[config.mk]
export PLATFORM = sky130hd
export DESIGN_NAME = sgl_loader
export DESIGN_NICKNAME = d
export VERILOG_FILES = /design/src/sgl_loader.v /design/src/sgl_sync.v
export VERILOG_INCLUDE_DIRS = /design/src
export SDC_FILE = /design/constraint.sdc
export NUM_CORES = 1
export LEC_CHECK = 0
export ABC_AREA = 1
export BUFFER_PORTS_ARGS = -buffer_cell sky130_fd_sc_hd__buf_2
export CORE_ASPECT_RATIO = 1.4
export CORE_MARGIN = 4
export CORE_UTILIZATION = 50
export DETAILED_ROUTE_END_ITERATION = 8
export GPL_TIMING_DRIVEN = 1
export PLACE_DENSITY = 0.79
export SLEW_MARGIN = 20
export SYNTH_ARGS = -nofsm -noshare
export SYNTH_HDL_FRONTEND = slang
export SYNTH_SLANG_ARGS = --single-unit
[constraint.sdc]
create_clock -name clk_sys -period 4.1 [get_ports clk_sys]
set_input_delay 0.205 -clock clk_sys [delete_from_list [all_inputs] [get_ports clk_sys]]
set_output_delay 0.205 -clock clk_sys [all_outputs]
set_load 0.05 [all_outputs]
[src/sgl_defines.vh]
`ifndef SGL_DEFINES_VH
`define SGL_DEFINES_VH

// ----------------------------------------------------------------
// word layout
// ----------------------------------------------------------------
`define SGL_WORD_BITS 8
`define SGL_MSB 7
`define SGL_CNT_BITS 4
`define SGL_CNT_FULL 4'h8

// ----------------------------------------------------------------
// reset values
// ----------------------------------------------------------------
`define SGL_GAIN_RST 8'h00
`define SGL_FRAME_IDLE 1'b1
`define SGL_CLK_IDLE 1'b0

// ----------------------------------------------------------------
// gain scale, hundredths of a dB, two's complement
// ----------------------------------------------------------------
`define SGL_GAIN_BASE_CDB 16'hF8E8
`define SGL_GAIN_STEP_CDB 16'h025A
`define SGL_STEP_BITS 4

// ----------------------------------------------------------------
// timing
// ----------------------------------------------------------------
`define SGL_SYNC_STAGES 3
`define SGL_CLK_SYS_NS 50
`define SGL_LINK_CLK_NS 400
`define SGL_LINK_HALF_CYC (`SGL_LINK_CLK_NS / 2 / `SGL_CLK_SYS_NS)

`endif

[src/sgl_loader.v]
`timescale 1ns/1ps
`include "sgl_defines.vh"

// Rules this block works to; RL1 and RL10 bind the host, which the block only flags or observes
// [RL1] host shifts full eight-bit word per change
// [RL2] frame-enable falling edge opens serial loading
// [RL3] rising shift clock captures data, MSB first
// [RL4] frame-enable rising edge applies word to core
// [RL5] code zero -18.16 dB, 6.02 dB steps
// [RL6] single-bit codes map onto listed gain values
// [RL7] rise latches master, fall moves to slave
// [RL8] frame high inhibits shifting; low holds gain
// [RL9] gain starts at code zero after power-up
// [RL10] host keeps transmit gate low until programmed
// [RL11] extra clocks: last eight bits win
module sgl_loader #(
    parameter WORD_BITS = `SGL_WORD_BITS
) (
    input wire clk_sys,
    input wire rst_n,
    input wire shift_clk,
    input wire frame_enable_low,
    input wire serial_gain_in,
    input wire transmit_gate,
    output wire [WORD_BITS-1:0] gain_code,
    output wire gain_update,
    output wire [15:0] gain_centidb,
    output wire loading,
    output wire [`SGL_CNT_BITS-1:0] bits_seen,
    output wire word_short,
    output wire tx_enabled
);

    // ----------------------------------------------------------------
    // input synchronisers
    // ----------------------------------------------------------------
    // bit order: 3 clk, 2 frame, 1 data, 0 gate
    wire [3:0] pins_in;
    wire [3:0] s2;
    wire [3:0] s3;

    assign pins_in = {shift_clk, frame_enable_low, serial_gain_in, transmit_gate};

    sgl_sync #(
        .WIDTH(4),
        .INIT({`SGL_CLK_IDLE, `SGL_FRAME_IDLE, 1'b0, 1'b0})
    ) u_sync (
        .clk_sys(clk_sys),
        .rst_n(rst_n),
        .async_in(pins_in),
        .stage2(s2),
        .stage3(s3)
    );

    // ----------------------------------------------------------------
    // agreement filter: a level counts once stages two and three agree
    // ----------------------------------------------------------------
    reg [3:0] lvl_r;
    wire [3:0] lvl_nxt;
    reg [3:0] prev_r;

    // a bit that is still settling keeps its old level
    genvar g;
    generate
        for (g = 0; g < 4; g = g + 1) begin : g_agree
            assign lvl_nxt[g] = (s2[g] == s3[g]) ? s3[g] : lvl_r[g];
        end
    endgenerate

    always @(posedge clk_sys or negedge rst_n) begin
        if (!rst_n) begin
            lvl_r <= {`SGL_CLK_IDLE, `SGL_FRAME_IDLE, 1'b0, 1'b0};
            prev_r <= {`SGL_CLK_IDLE, `SGL_FRAME_IDLE, 1'b0, 1'b0};
        end else begin
            lvl_r <= lvl_nxt;
            prev_r <= lvl_r;
        end
    end

    wire clk_lvl;
    wire frame_lvl;
    wire data_lvl;
    wire clk_rise;
    wire clk_fall;
    wire frame_fall;
    wire frame_rise;

    assign clk_lvl = lvl_r[3];
    assign frame_lvl = lvl_r[2];
    assign data_lvl = lvl_r[1];
    assign clk_rise = clk_lvl & ~prev_r[3];
    assign clk_fall = ~clk_lvl & prev_r[3];
    assign frame_fall = ~frame_lvl & prev_r[2];
    assign frame_rise = frame_lvl & ~prev_r[2];

    // ----------------------------------------------------------------
    // frame tracking
    // ----------------------------------------------------------------
    // clock edges only count while the frame is open
    wire shift_ok;
    assign shift_ok = ~frame_lvl; // [RL2] [RL8]

    reg [`SGL_CNT_BITS-1:0] cnt_r;
    reg [`SGL_CNT_BITS-1:0] cnt_nxt;

    always @* begin
        cnt_nxt = cnt_r;
        if (frame_fall) begin
            cnt_nxt = {`SGL_CNT_BITS{1'b0}};
        end else if (shift_ok && clk_rise && cnt_r != `SGL_CNT_FULL) begin
            cnt_nxt = cnt_r + 1'b1;
        end
    end

    always @(posedge clk_sys or negedge rst_n) begin
        if (!rst_n) begin
            cnt_r <= {`SGL_CNT_BITS{1'b0}};
        end else begin
            cnt_r <= cnt_nxt;
        end
    end

    // ----------------------------------------------------------------
    // master-slave shift register
    // ----------------------------------------------------------------
    reg [WORD_BITS-1:0] master_r;
    reg [WORD_BITS-1:0] master_nxt;
    reg [WORD_BITS-1:0] slave_r;
    reg [WORD_BITS-1:0] slave_nxt;

    always @* begin
        master_nxt = master_r;
        slave_nxt = slave_r;
        if (shift_ok && clk_rise) begin
            // oldest bit falls off the top, so surplus clocks keep the last eight
            master_nxt = {master_r[WORD_BITS-2:0], data_lvl}; // [RL3] [RL7] [RL11]
        end
        if (shift_ok && clk_fall) begin
            slave_nxt = master_r; // [RL7]
        end
    end

    always @(posedge clk_sys or negedge rst_n) begin
        if (!rst_n) begin
            master_r <= {WORD_BITS{1'b0}};
            slave_r <= {WORD_BITS{1'b0}};
        end else begin
            master_r <= master_nxt;
            slave_r <= slave_nxt;
        end
    end

    // ----------------------------------------------------------------
    // gain latch
    // ----------------------------------------------------------------
    reg [WORD_BITS-1:0] gain_r;
    reg upd_r;
    reg short_r;

    always @(posedge clk_sys or negedge rst_n) begin
        if (!rst_n) begin
            gain_r <= `SGL_GAIN_RST; // [RL9]
            upd_r <= 1'b0;
            short_r <= 1'b0;
        end else begin
            upd_r <= frame_rise;
            if (frame_rise) begin
                // a short frame is still applied; the flag only reports it
                gain_r <= slave_r; // [RL4] [RL8]
                short_r <= (cnt_r != `SGL_CNT_FULL); // [RL1]
            end
        end
    end

    // ----------------------------------------------------------------
    // gain in hundredths of a dB from the highest set bit
    // ----------------------------------------------------------------
    // mixed codes are reported at their top bit; finer weighting is analogue
    reg [`SGL_STEP_BITS-1:0] step_c;
    integer k;

    always @* begin
        step_c = {`SGL_STEP_BITS{1'b0}};
        for (k = 0; k < WORD_BITS; k = k + 1) begin
            if (gain_r[k]) begin
                step_c = k[`SGL_STEP_BITS-1:0] + 1'b1;
            end
        end
    end

    reg [15:0] cdb_r;
    wire [15:0] step_wide;
    wire [15:0] step_prod;

    assign step_wide = {{(16 - `SGL_STEP_BITS){1'b0}}, step_c};
    assign step_prod = step_wide * `SGL_GAIN_STEP_CDB;

    always @(posedge clk_sys or negedge rst_n) begin
        if (!rst_n) begin
            cdb_r <= `SGL_GAIN_BASE_CDB;
        end else begin
            cdb_r <= `SGL_GAIN_BASE_CDB + step_prod; // [RL5] [RL6]
        end
    end

    // ----------------------------------------------------------------
    // transmit gate
    // ----------------------------------------------------------------
    // only observed; the host orders gate against programming
    reg tx_r;

    always @(posedge clk_sys or negedge rst_n) begin
        if (!rst_n) begin
            tx_r <= 1'b0;
        end else begin
            tx_r <= lvl_r[0]; // [RL10]
        end
    end

    reg load_r;

    always @(posedge clk_sys or negedge rst_n) begin
        if (!rst_n) begin
            load_r <= 1'b0;
        end else begin
            load_r <= shift_ok;
        end
    end

    assign gain_code = gain_r;
    assign gain_update = upd_r;
    assign gain_centidb = cdb_r;
    assign loading = load_r;
    assign bits_seen = cnt_r;
    assign word_short = short_r;
    assign tx_enabled = tx_r;

endmodule

[src/sgl_sync.v]
`timescale 1ns/1ps
`include "sgl_defines.vh"

// ----------------------------------------------------------------
// three-stage input synchroniser, stage one feeds stage two only
// ----------------------------------------------------------------
module sgl_sync #(
    parameter WIDTH = 4,
    parameter [WIDTH-1:0] INIT = {WIDTH{1'b0}}
) (
    input wire clk_sys,
    input wire rst_n,
    input wire [WIDTH-1:0] async_in,
    output wire [WIDTH-1:0] stage2,
    output wire [WIDTH-1:0] stage3
);

    reg [WIDTH-1:0] meta_r;
    reg [WIDTH-1:0] stage2_r;
    reg [WIDTH-1:0] stage3_r;

    always @(posedge clk_sys or negedge rst_n) begin
        if (!rst_n) begin
            meta_r <= INIT;
            stage2_r <= INIT;
            stage3_r <= INIT;
        end else begin
            meta_r <= async_in;
            stage2_r <= meta_r;
            stage3_r <= stage2_r;
        end
    end

    assign stage2 = stage2_r;
    assign stage3 = stage3_r;

endmodule

==> impl_metrics.toml, run 1 <==
[run_status]
status = "completed"

[routing]
vias = 1998
ant_nets = 0
first_pass_iters = 4
drt_iter0_markers = 63
avgViaCountPerCell = 4.87
wl_per_cell_microns = 12.2
routed_wl_microns = 5010
drcViolationCount = 0

[logic_synthesis]
ys_seq_area_share_pct = 55.8
avgSynthCellArea_sq_um = 9.67
synth_area_leaders = "dfrtp_1 (45%), dfstp_2 (10%), nand2_1 (10%), ha_1 (5.4%), inv_1 (4.5%)"
synth_top_family_by_area = "simple AND/OR/NAND/NOR gates"
synth_most_common_cell = "nand2_1"
yosys.area.top_type = "dfrtp_1"
yosys_register_bits = 62
synth_cells = 290
synth-edff-count = 0
synth_commonest_cells = "nand2_1 (76), dfrtp_1 (51), inv_1 (34)"
synthMuxAreaShare_pct = 0
synth-adder-area-share_pct = 8.21
synth_compound_area_share_pct = 5.62
yosysWarnings = 0
synth_flop_cell = "dfrtp_1"
synth_top_area_share_pct = 45.5
synth-simple-area-share_pct = 20.7
yosys.area_share.xor_xnor_pct = 2.81
synth.cell_area_sq_mm = 0.00281
synthArstFlopShare_pct = 100
yosysUniqueCellTypes = 33

[timing]
fin_crit_sh_pct = 76.4
finalCriticalPeriod_ps = 3130
fin_setup_tns_ps = 0
max-slew-margin-rel_pct = 48.4
rsz0062_at_grt = "no"
worstMarginPinSlew_ps = 772
clock_skew_ps = 9.15
max_freq_mhz = 319
setup_viol = 0
final_max_slew_viol_count = 0
hold_viol = 0

[setup_path]
cp_slowest_cell = "fa_1"
path_delay_family = "simple AND/OR/NAND/NOR gates"
rr_startpoint = "gain_code[1]$_DFFE_PN0P_"
r2r_slack_ps = 970
cp.arrival_ps = 3370
max_stage_delay_ps = 560
worstSetupPathType = "flop to flop"
crit_chain = "inv_1 > a21oi_1 > o21bai_1 > a21oi_1 > nor2_1 > inv_1 > fa_1 > inv_1 > ha_1 > nand2_1 > nand2_1 > nor2_1 > nand2_1 > nand2_1 > nor3_1 > nor2_1 > nand2_1 > nand2_1 > nand2_1"
worstPathMaxFanout = 6
ff2ff_path_depth = 19
crit_end = "gain_centidb[10]$_DFF_PN0_"
cp_common_cell = "nand2_1"
cp_num_buf_inv = 3
cp-end-kind = "flop"
required_ps = 4340
worst_setup_path_start_kind = "flop"
cp_num_cells = 19
startpoint = "gain_code[1]$_DFFE_PN0P_"
reg2reg_to = "gain_centidb[10]$_DFF_PN0_"

[layout]
fillCellCount = 471
fin_nets = 357
syn_to_final_growth_pct = 17.8
antenna_cells = 0
drive_gt1_share_pct = 23.4

[hold_path]
hp-start = "u_sync.meta_r[3]$_DFF_PN0_"
hold_path.class = "flop to flop"

[die]
die_y_microns = 96.6
coreArea_sq_mm = 0.00549
start_util_pct = 51.1
rows = 32
pin_count = 38
fp.dieW_microns = 71.3
dieArea_sq_mm = 0.00689

[flow_run]
maxCapViolCount = 0

[global_routing]
grt_max_degree = 39
grt_usage_pct = 16.5
grt_pass1_vias = 2082
grt_pass1_wl_microns = 8840
antenna_found_initial = 0
grt-ovfl-total = 0

[clock_tree]
tritoncts = "built"
clock_latency_ps = 340
clkSinkCount = 62
clock_path_buffers = 2
h-tree-depth = 3
path_clk_slew_ps = 70
ctsHoldBuffers = 5
numCtsBuffers = 9
root_buffer = "clkbuf_8"
postCtsResizedCells = 0
post_cts_buffers = 0

[placed_design]
place_congestion = 0.892
dpl.hpwl_microns = 3720
port_buffers = 36
-- kinds of logic (layout without fill, tap and decap cells) --
group	after synthesis	in the layout
AOI/OAI and AO/OA	31	31
adders and majority gates	18	18
xor gates and xnor gates	6	6
buffers and inverters	45	95
and+or+nand+nor	127	127
other	1	3
DFF	62	62
-- state kept, by name, indices dropped and copies added (netlist names), 3 cells and up --
| signal | flops |
|---|---|
| bits_seen | 4 |
| prev_r | 3 |
| u_sync.meta_r | 4 |
| u_sync.stage2 | 4 |
| lvl_r | 4 |
| slave_r | 8 |
| master_r | 8 |
| u_sync.stage3 | 4 |
| gain_centidb | 12 |
| gain_code | 8 |
-- per-stage QoR --
step	instance area, sq um	setup WS (ps)	hold WS (ps)	std cells	util (%)
finish	3300	967	352	410	60.2
global route	3300	641	363	410	60.2
CTS	3300	964	357	410	60.2
detailed placement	3040	983	227	389	55.3
global placement	3040	1090	223	389	55.3
floorplan	2810	984	-90.6	292	-
-- placed cells by master, fill, tap and decap left out, types with 3 or more instances in the layout --
cell / netlist / final
nand2_1: 76 / 76
ha_1: 12 / 12
a21oi_1: 5 / 5
maj3_1: 4 / 4
conb_1: 1 / 3
nor2_1: 15 / 15
clkbuf_8: 0 / 10
nand3_1: 19 / 19
dfstp_2: 11 / 11
inv_1: 34 / 34
dfrtp_1: 51 / 51
nor2_2: 4 / 4
o21ai_0: 24 / 24
buf_2: 1 / 36
dlygate4sd3_1: 0 / 5
-- routing by layer --
layer	track usage (%)	vias to the layer above	wire (microns)
li1	-	999	-
met1	17.5	949	2020
met2	28.2	39	2630
met3	5.61	11	259
met4	8.68	0	98
met5	0	-	0
-- layout make-up --
| cell class | instances | area (sq um) | area share (%) |
|---|---|---|---|
| sequential | 62 | 1570 | 47.4 |
| multi-input combinational | 185 | 1060 | 32.0 |
| timing repair buffer | 42 | 238 | 7.20 |
| clock buffer | 12 | 145 | 4.39 |
| inverter | 37 | 140 | 4.24 |
| tap | 68 | 85.1 | 2.58 |
| clock inverter | 4 | 72.6 | 2.20 |
-- how the worst min path moves through the flow --
stage,endpoint,slack [ps],cells after the start
floorplan,bits_seen[0]$_DFFE_PN0P_,-90,0
global placement,prev_r[0]$_DFF_PN0_,220,1
detailed placement,prev_r[0]$_DFF_PN0_,230,1
CTS,u_sync.stage2[3]$_DFF_PN0_,360,0
global route,u_sync.stage2[0]$_DFF_PN0_,360,0
finish,u_sync.stage2[3]$_DFF_PN0_,350,0
-- worst reg2reg max path, stage by stage, from the launching register on --
cell	delay (ps)
dfrtp_1	370
inv_1	80
a21oi_1	70
o21bai_1	120
a21oi_1	90
nor2_1	270
inv_1	120
fa_1	560
inv_1	50
ha_1	380
nand2_1	120
nand2_1	60
nor2_1	130
nand2_1	90
nand2_1	140
nor3_1	70
nor2_1	150
nand2_1	60
nand2_1	50
nand2_1	40
Power of run 1 is not shown: default switching activity piles up to over one toggle a cycle in this logic, so the estimate is an artifact.
==> run 2, diff against run 1 <==
- ABC_AREA: 1 -> 0
- PLACE_DENSITY: 0.79 -> 0.82
- clock period: 4.1 -> 2.7 ns (I/O delays scaled with it)
==> run 2 against run 1 <==
  * The flow now finishes with violations (negative setup slack)
  * Clock skew fell by 4.1 ps
  * Synthesized cell count shrank 34%
  * Global-route usage is 1.5 points higher
  * Via count shrank 14%
  * Maximum frequency shrank 1.4%
  * Register-to-register slack got worse by 1400 ps
  * Worst hold slack worse by 72 ps
  * Worst setup slack worse by 1400 ps
  * First-iteration DRC count decreased by 17%
  * Critical path depth is 6 lower
  * Utilization up 8.9 points
==> impl_metrics.toml, run 2 <==
[setup_path]
ff2ff_path_depth = 13
crit_end = "gain_centidb[11]$_DFF_PN1_"
reg2reg_to = "gain_centidb[11]$_DFF_PN1_"
cp-end-kind = "flop"
worstSetupPathType = "flop to flop"
worstPathMaxFanout = 4
worst_setup_path_start_kind = "flop"
rr_startpoint = "gain_code[4]$_DFFE_PN0P_"
cp.arrival_ps = 3430
r2r_slack_ps = -480
startpoint = "gain_code[4]$_DFFE_PN0P_"
required_ps = 2950

[global_routing]
grt_usage_pct = 18.0
grt-ovfl-total = 0
grt_max_degree = 43
grt_pass1_vias = 1869
grt_pass1_wl_microns = 8870
antenna_found_initial = 0

[timing]
rsz0062_at_grt = "yes"
max_freq_mhz = 315
finalCriticalPeriod_ps = 3180
fin_crit_sh_pct = 118
final_max_slew_viol_count = 0
fin_setup_tns_ps = -1950
max-slew-margin-rel_pct = 57.7
setup_viol = 6
fin_ws_ps = -478
clock_skew_ps = 5.03
hold_viol = 0
worstMarginPinSlew_ps = 632

[placed_design]
port_buffers = 36
place_congestion = 0.876
dpl.hpwl_microns = 3610

[layout]
fillCellCount = 363
antenna_cells = 0
layout_common_cells = "dfrtp_1 (44), buf_2 (36), buf_4 (36)"
final_common_cell = "dfrtp_1"
largest_reg_flops = 12
syn_to_final_growth_pct = 35.3
fin_nets = 296
drive_gt1_share_pct = 56.9
final_util_pct = 69.1

[routing]
avgViaCountPerCell = 4.96
vias = 1722
ant_nets = 0
wl_per_cell_microns = 15.3
drt_iter0_markers = 52
first_pass_iters = 4
drcViolationCount = 0
routed_wl_microns = 5310

[die]
rows = 31
pin_count = 38
dieArea_sq_mm = 0.00651
coreArea_sq_mm = 0.00516
start_util_pct = 51.1
fp.dieW_microns = 69.3
die_y_microns = 93.9

[logic_synthesis]
synth-edff-count = 0
yosys.area.top_type = "dfrtp_1"
yosys_register_bits = 62
yosysUniqueCellTypes = 36
avgSynthCellArea_sq_um = 13.9
synth_top_area_share_pct = 48.5
synthArstFlopShare_pct = 100
synth_most_common_cell = "dfrtp_1"
synth_flop_cell = "dfrtp_1"
synth_cells = 190
synth_area_leaders = "dfrtp_1 (48%), dfstp_2 (11%), mux2_2 (9.4%), ha_1 (5.7%), xnor2_1 (2.3%)"
synth.cell_area_sq_mm = 0.00263
ys_seq_area_share_pct = 59.4
synth_commonest_cells = "dfrtp_1 (51), mux2_2 (22), ha_1 (12), inv_1 (12), dfstp_2 (11)"
yosysWarnings = 0

[clock_tree]
clock_latency_ps = 320
numCtsBuffers = 9
tritoncts = "built"
clock_path_buffers = 2
root_buffer = "clkbuf_8"
clkSinkCount = 62
h-tree-depth = 3
path_clk_slew_ps = 60

[hold_path]
hold_path.class = "primary input to async pin"

[flow_run]
maxCapViolCount = 0

[run_status]
status = "complete, but fails checks"
violations = "negative setup slack"
run 2: cell types whose count changed in the layout (fill, tap and decap cells not counted), sizes merged, moves of 3 or more:
cell    before  now
buf         37   75
nor3b        1    5
xor2         3    7
nand2       80    8
xnor2        3    8
nand3       21    2
o21ai       25    3
nand2b       0    3
mux2         0   23
nor2        19    8
inv         36   12
nor3         3    0
run 2: routing by layer:
metal | GRT usage, % | vias up | part of all wire (%)
met2 | 32.4 | 41 | 56
li1 | - | 806 | -
met4 | 10.4 | 0 | 2.0
met5 | 0 | - | 0
met3 | 4.07 | 8 | 3.5
met1 | 19.1 | 867 | 38
run 2: worst min path at each step:
stage / slack [ps] / endpoint / from
3_5_place_dp: 100 / loading$_DFF_PN0_ / rst_n
4_1_cts: 280 / bits_seen[0]$_DFFE_PN0P_ / rst_n
3_3_place_gp: 90 / loading$_DFF_PN0_ / rst_n
2_1_floorplan: -160 / bits_seen[0]$_DFFE_PN0P_ / rst_n
5_1_grt: 300 / bits_seen[0]$_DFFE_PN0P_ / rst_n
6_report: 280 / loading$_DFF_PN0_ / rst_n
run 2: kinds of logic (layout without fill, tap and decap cells):
family / after synthesis / count (layout) / synth area share [%]
DFF: 62 / 62 / 59.4
and+or+nand+nor: 33 / 33 / 7.79
muxes: 23 / 23 / 9.83
AOI/OAI and AO/OA: 19 / 19 / 4.94
buffers and inverters: 19 / 108 / 3.42
adders and majority gates: 18 / 18 / 8.74
xor gates and xnor gates: 15 / 15 / 5.70
other: 1 / 3 / 0.142
run 2: per-stage QoR:
stage                     area (sq um)  std cells  setup WS, ps  hold slack, ps
after floorplan                   2690        192          -513            -161
after global placement            3120        315          -367            93.6
after detailed placement          3120        315          -517             104
after CTS                         3490        343          -408             277
after global routing              3560        347          -574             301
final                             3560        347          -478             280
run 2: timing repair:
| item | in CTS | in global routing |
|---|---|---|
| buffers inserted | 8 | 4 |
| resized for setup | 17 | 10 |
| endpoints found under the setup margin | 6 | 6 |
| gates cloned | 0 | 0 |
| hold buffers | 5 | 0 |
| pin swaps | 11 | 7 |
| endpoints found under the hold margin | 16 | 0 |
run 2: area by class of cell:
cell class	count	area [sq um]	area share (%)
clock buffer	13	159	4.46
clock inverter	3	42.5	1.19
inverter	12	45.0	1.26
multi-input combinational	111	1130	31.6
sequential	62	1570	44.2
tap	66	82.6	2.32
timing repair buffer	80	534	15.0
run 2: critical path, stage by stage (launching register included):
cell and delay, ps:
dfrtp_2 420, o31a_1 310, nor2_2 160, ha_2 190, inv_2 40, fa_1 520
inv_2 60, ha_4 250, a21o_1 200, a21oi_4 190, xnor2_4 140, a21bo_4 260
nor3b_4 180, xor2_1 190
Power of run 2 is left out for the same reason.
==> run 3, diff against run 2 <==
- CORE_UTILIZATION: 50 -> 42
- PLACE_DENSITY: 0.82 -> 0.61
==> run 3 against run 2 <==
  * Worst hold slack better by 68 ps
  * Non-clock buffer count down 7
  * Global-route usage down 4.3 points
  * Sequential share of layout area rose by 1.3 points
  * Worst setup slack improved by 160 ps
  * Critical path type unchanged
  * Largest cell class unchanged
  * Cell count shrank 0.86%
  * The flow still finishes with violations (negative setup slack)
  * Sequential cell count did not move
==> impl_metrics.toml, run 3 (synthesis results as in run 2) <==
[placed_design]
placedInstanceArea_sq_mm = 0.00314
place_congestion = 0.755
port_buffers = 36
place_inst = 321
pre_cts_slack_ps = -470
dpl.hpwl_microns = 3260

[die]
die_y_microns = 102
rows = 33
start_util_pct = 44.0
dieArea_sq_mm = 0.00762
fp.dieW_microns = 74.9
coreArea_sq_mm = 0.00599
pin_count = 38

[layout]
antenna_cells = 0
layout_common_cells = "dfrtp_1 (44), buf_2 (36), buf_4 (31)"
finalInstanceArea_sq_mm = 0.00346
fin_nets = 289
largest_reg_flops = 12
final_common_cell = "dfrtp_1"
drive_gt1_share_pct = 53.6
fillCellCount = 506
syn_to_final_growth_pct = 31.4
multi_input_area_sq_mm = 0.00111
regArea_sq_mm = 0.00157
fin_cells = 344

[clock_tree]
clkSinkCount = 62
numCtsBuffers = 9
clock_latency_ps = 320
h-tree-depth = 3
root_buffer = "clkbuf_8"
tritoncts = "built"
path_clk_slew_ps = 70
clock_path_buffers = 2

[timing]
rsz0062_at_grt = "yes"
finalCriticalPeriod_ps = 3020
hold_viol = 0
fin_ws_ps = -322
worstMarginPinSlew_ps = 754
final_max_slew_viol_count = 0
fin_crit_sh_pct = 112
setup_viol = 5
clock_skew_ps = 5.46
max-slew-margin-rel_pct = 49.7
max_freq_mhz = 331

[routing]
routed_wl_microns = 4550
drt_iter0_markers = 43
ant_nets = 0
vias = 1640
avgViaCountPerCell = 4.77
drcViolationCount = 0
first_pass_iters = 4
wl_per_cell_microns = 13.2

[setup_path]
crit_chain = "inv_2 > a21oi_2 > o21bai_1 > a21oi_1 > or2_1 > fa_1 > inv_2 > ha_4 > a21o_1 > a21oi_4 > xnor2_4 > a21bo_4 > nor3b_2 > xor2_1"
cp_common_cell = "inv_2"
worstSetupPathType = "flop to flop"
cp.arrival_ps = 3280
r2r_slack_ps = -320
rr_startpoint = "gain_code[1]$_DFFE_PN0P_"
ff2ff_path_depth = 14
max_stage_delay_ps = 560
worst_setup_path_start_kind = "flop"
worstPathMaxFanout = 3
cp-end-kind = "flop"
cp_slowest_cell = "fa_1"
reg2reg_to = "gain_centidb[11]$_DFF_PN1_"
required_ps = 2960

[global_routing]
grt_pass1_vias = 1699
grt_max_degree = 35
grt_pass1_wl_microns = 7750
antenna_found_initial = 0
grt-ovfl-total = 0
grt_usage_pct = 13.7

[flow_run]
maxCapViolCount = 0

[hold_path]
hp-start = "u_sync.meta_r[3]$_DFF_PN0_"
hold_path_end = "u_sync.stage2[3]$_DFF_PN0_"
hold_path.class = "flop to flop"
worstHoldPathCells = 0

[run_status]
violations = "negative setup slack"
status = "complete, but fails checks"
run 3: cell count changes in the layout (fill, tap and decap cells not counted), moves of 2 or more:
cell,change
buf_4,-5
buf_6,-2
clkbuf_1,+2
ha_4,+2
nor2_1,+2
nor2_2,-2
run 3: worst max-delay path: cells and delay by family (launching register included):
kind,cells,cell delay [ps]
AOI/OAI and AO/OA,6,890
adders and majority gates,2,790
and+or+nand+nor,2,430
DFF,1,420
xor gates and xnor gates,2,290
buffers and inverters,2,120
run 3: cell type report:
cell class | instances | area share, %
sequential | 62 | 45.5
clock inverter | 1 | 0.145
tap | 70 | 2.53
multi-input combinational | 111 | 32.0
clock buffer | 15 | 4.81
inverter | 12 | 1.30
timing repair buffer | 73 | 13.7
run 3: worst max-delay path by stage:
stage,startpoint,end,cells past startpoint
after global placement,gain_code[1]$_DFFE_PN0P_,gain_centidb[11]$_DFF_PN1_,15
after floorplan,gain_code[1]$_DFFE_PN0P_,gain_centidb[11]$_DFF_PN1_,14
after detailed placement,gain_code[1]$_DFFE_PN0P_,gain_centidb[11]$_DFF_PN1_,15
final,gain_code[1]$_DFFE_PN0P_,gain_centidb[11]$_DFF_PN1_,14
after global routing,gain_code[3]$_DFFE_PN0P_,gain_centidb[11]$_DFF_PN1_,13
after CTS,gain_code[3]$_DFFE_PN0P_,gain_centidb[11]$_DFF_PN1_,13
run 3: layer usage:
layer / share of wire, % / wire [microns] / vias up / GRT usage (%)
li1: - / - / 789 / -
met1: 40 / 1820 / 811 / 15.6
met2: 54 / 2460 / 31 / 22.5
met3: 4.3 / 194 / 9 / 5.26
met4: 1.6 / 72 / 0 / 6.03
met5: 0 / 0 / - / 0
run 3: what timing repair did:
| item | CTS | global route |
|---|---|---|
| pin swaps | 11 | 6 |
| hold endpoints to repair | 25 | 0 |
| hold buffers | 5 | 0 |
| endpoints found under the setup margin | 6 | 6 |
| setup buffers | 1 | 1 |
| resized for setup | 10 | 9 |
run 3: metrics by stage:
step / setup TNS [ps] / hold WS (ps) / utilization [%]
2_1_floorplan: -1640 / -161 / -
3_3_place_gp: -1320 / 244 / 52.4
3_5_place_dp: -1640 / 244 / 52.4
4_1_cts: -1380 / 349 / 56.8
5_1_grt: -1850 / 345 / 57.8
6_report: -1090 / 348 / 57.8
Power of run 3 is left out for the same reason.
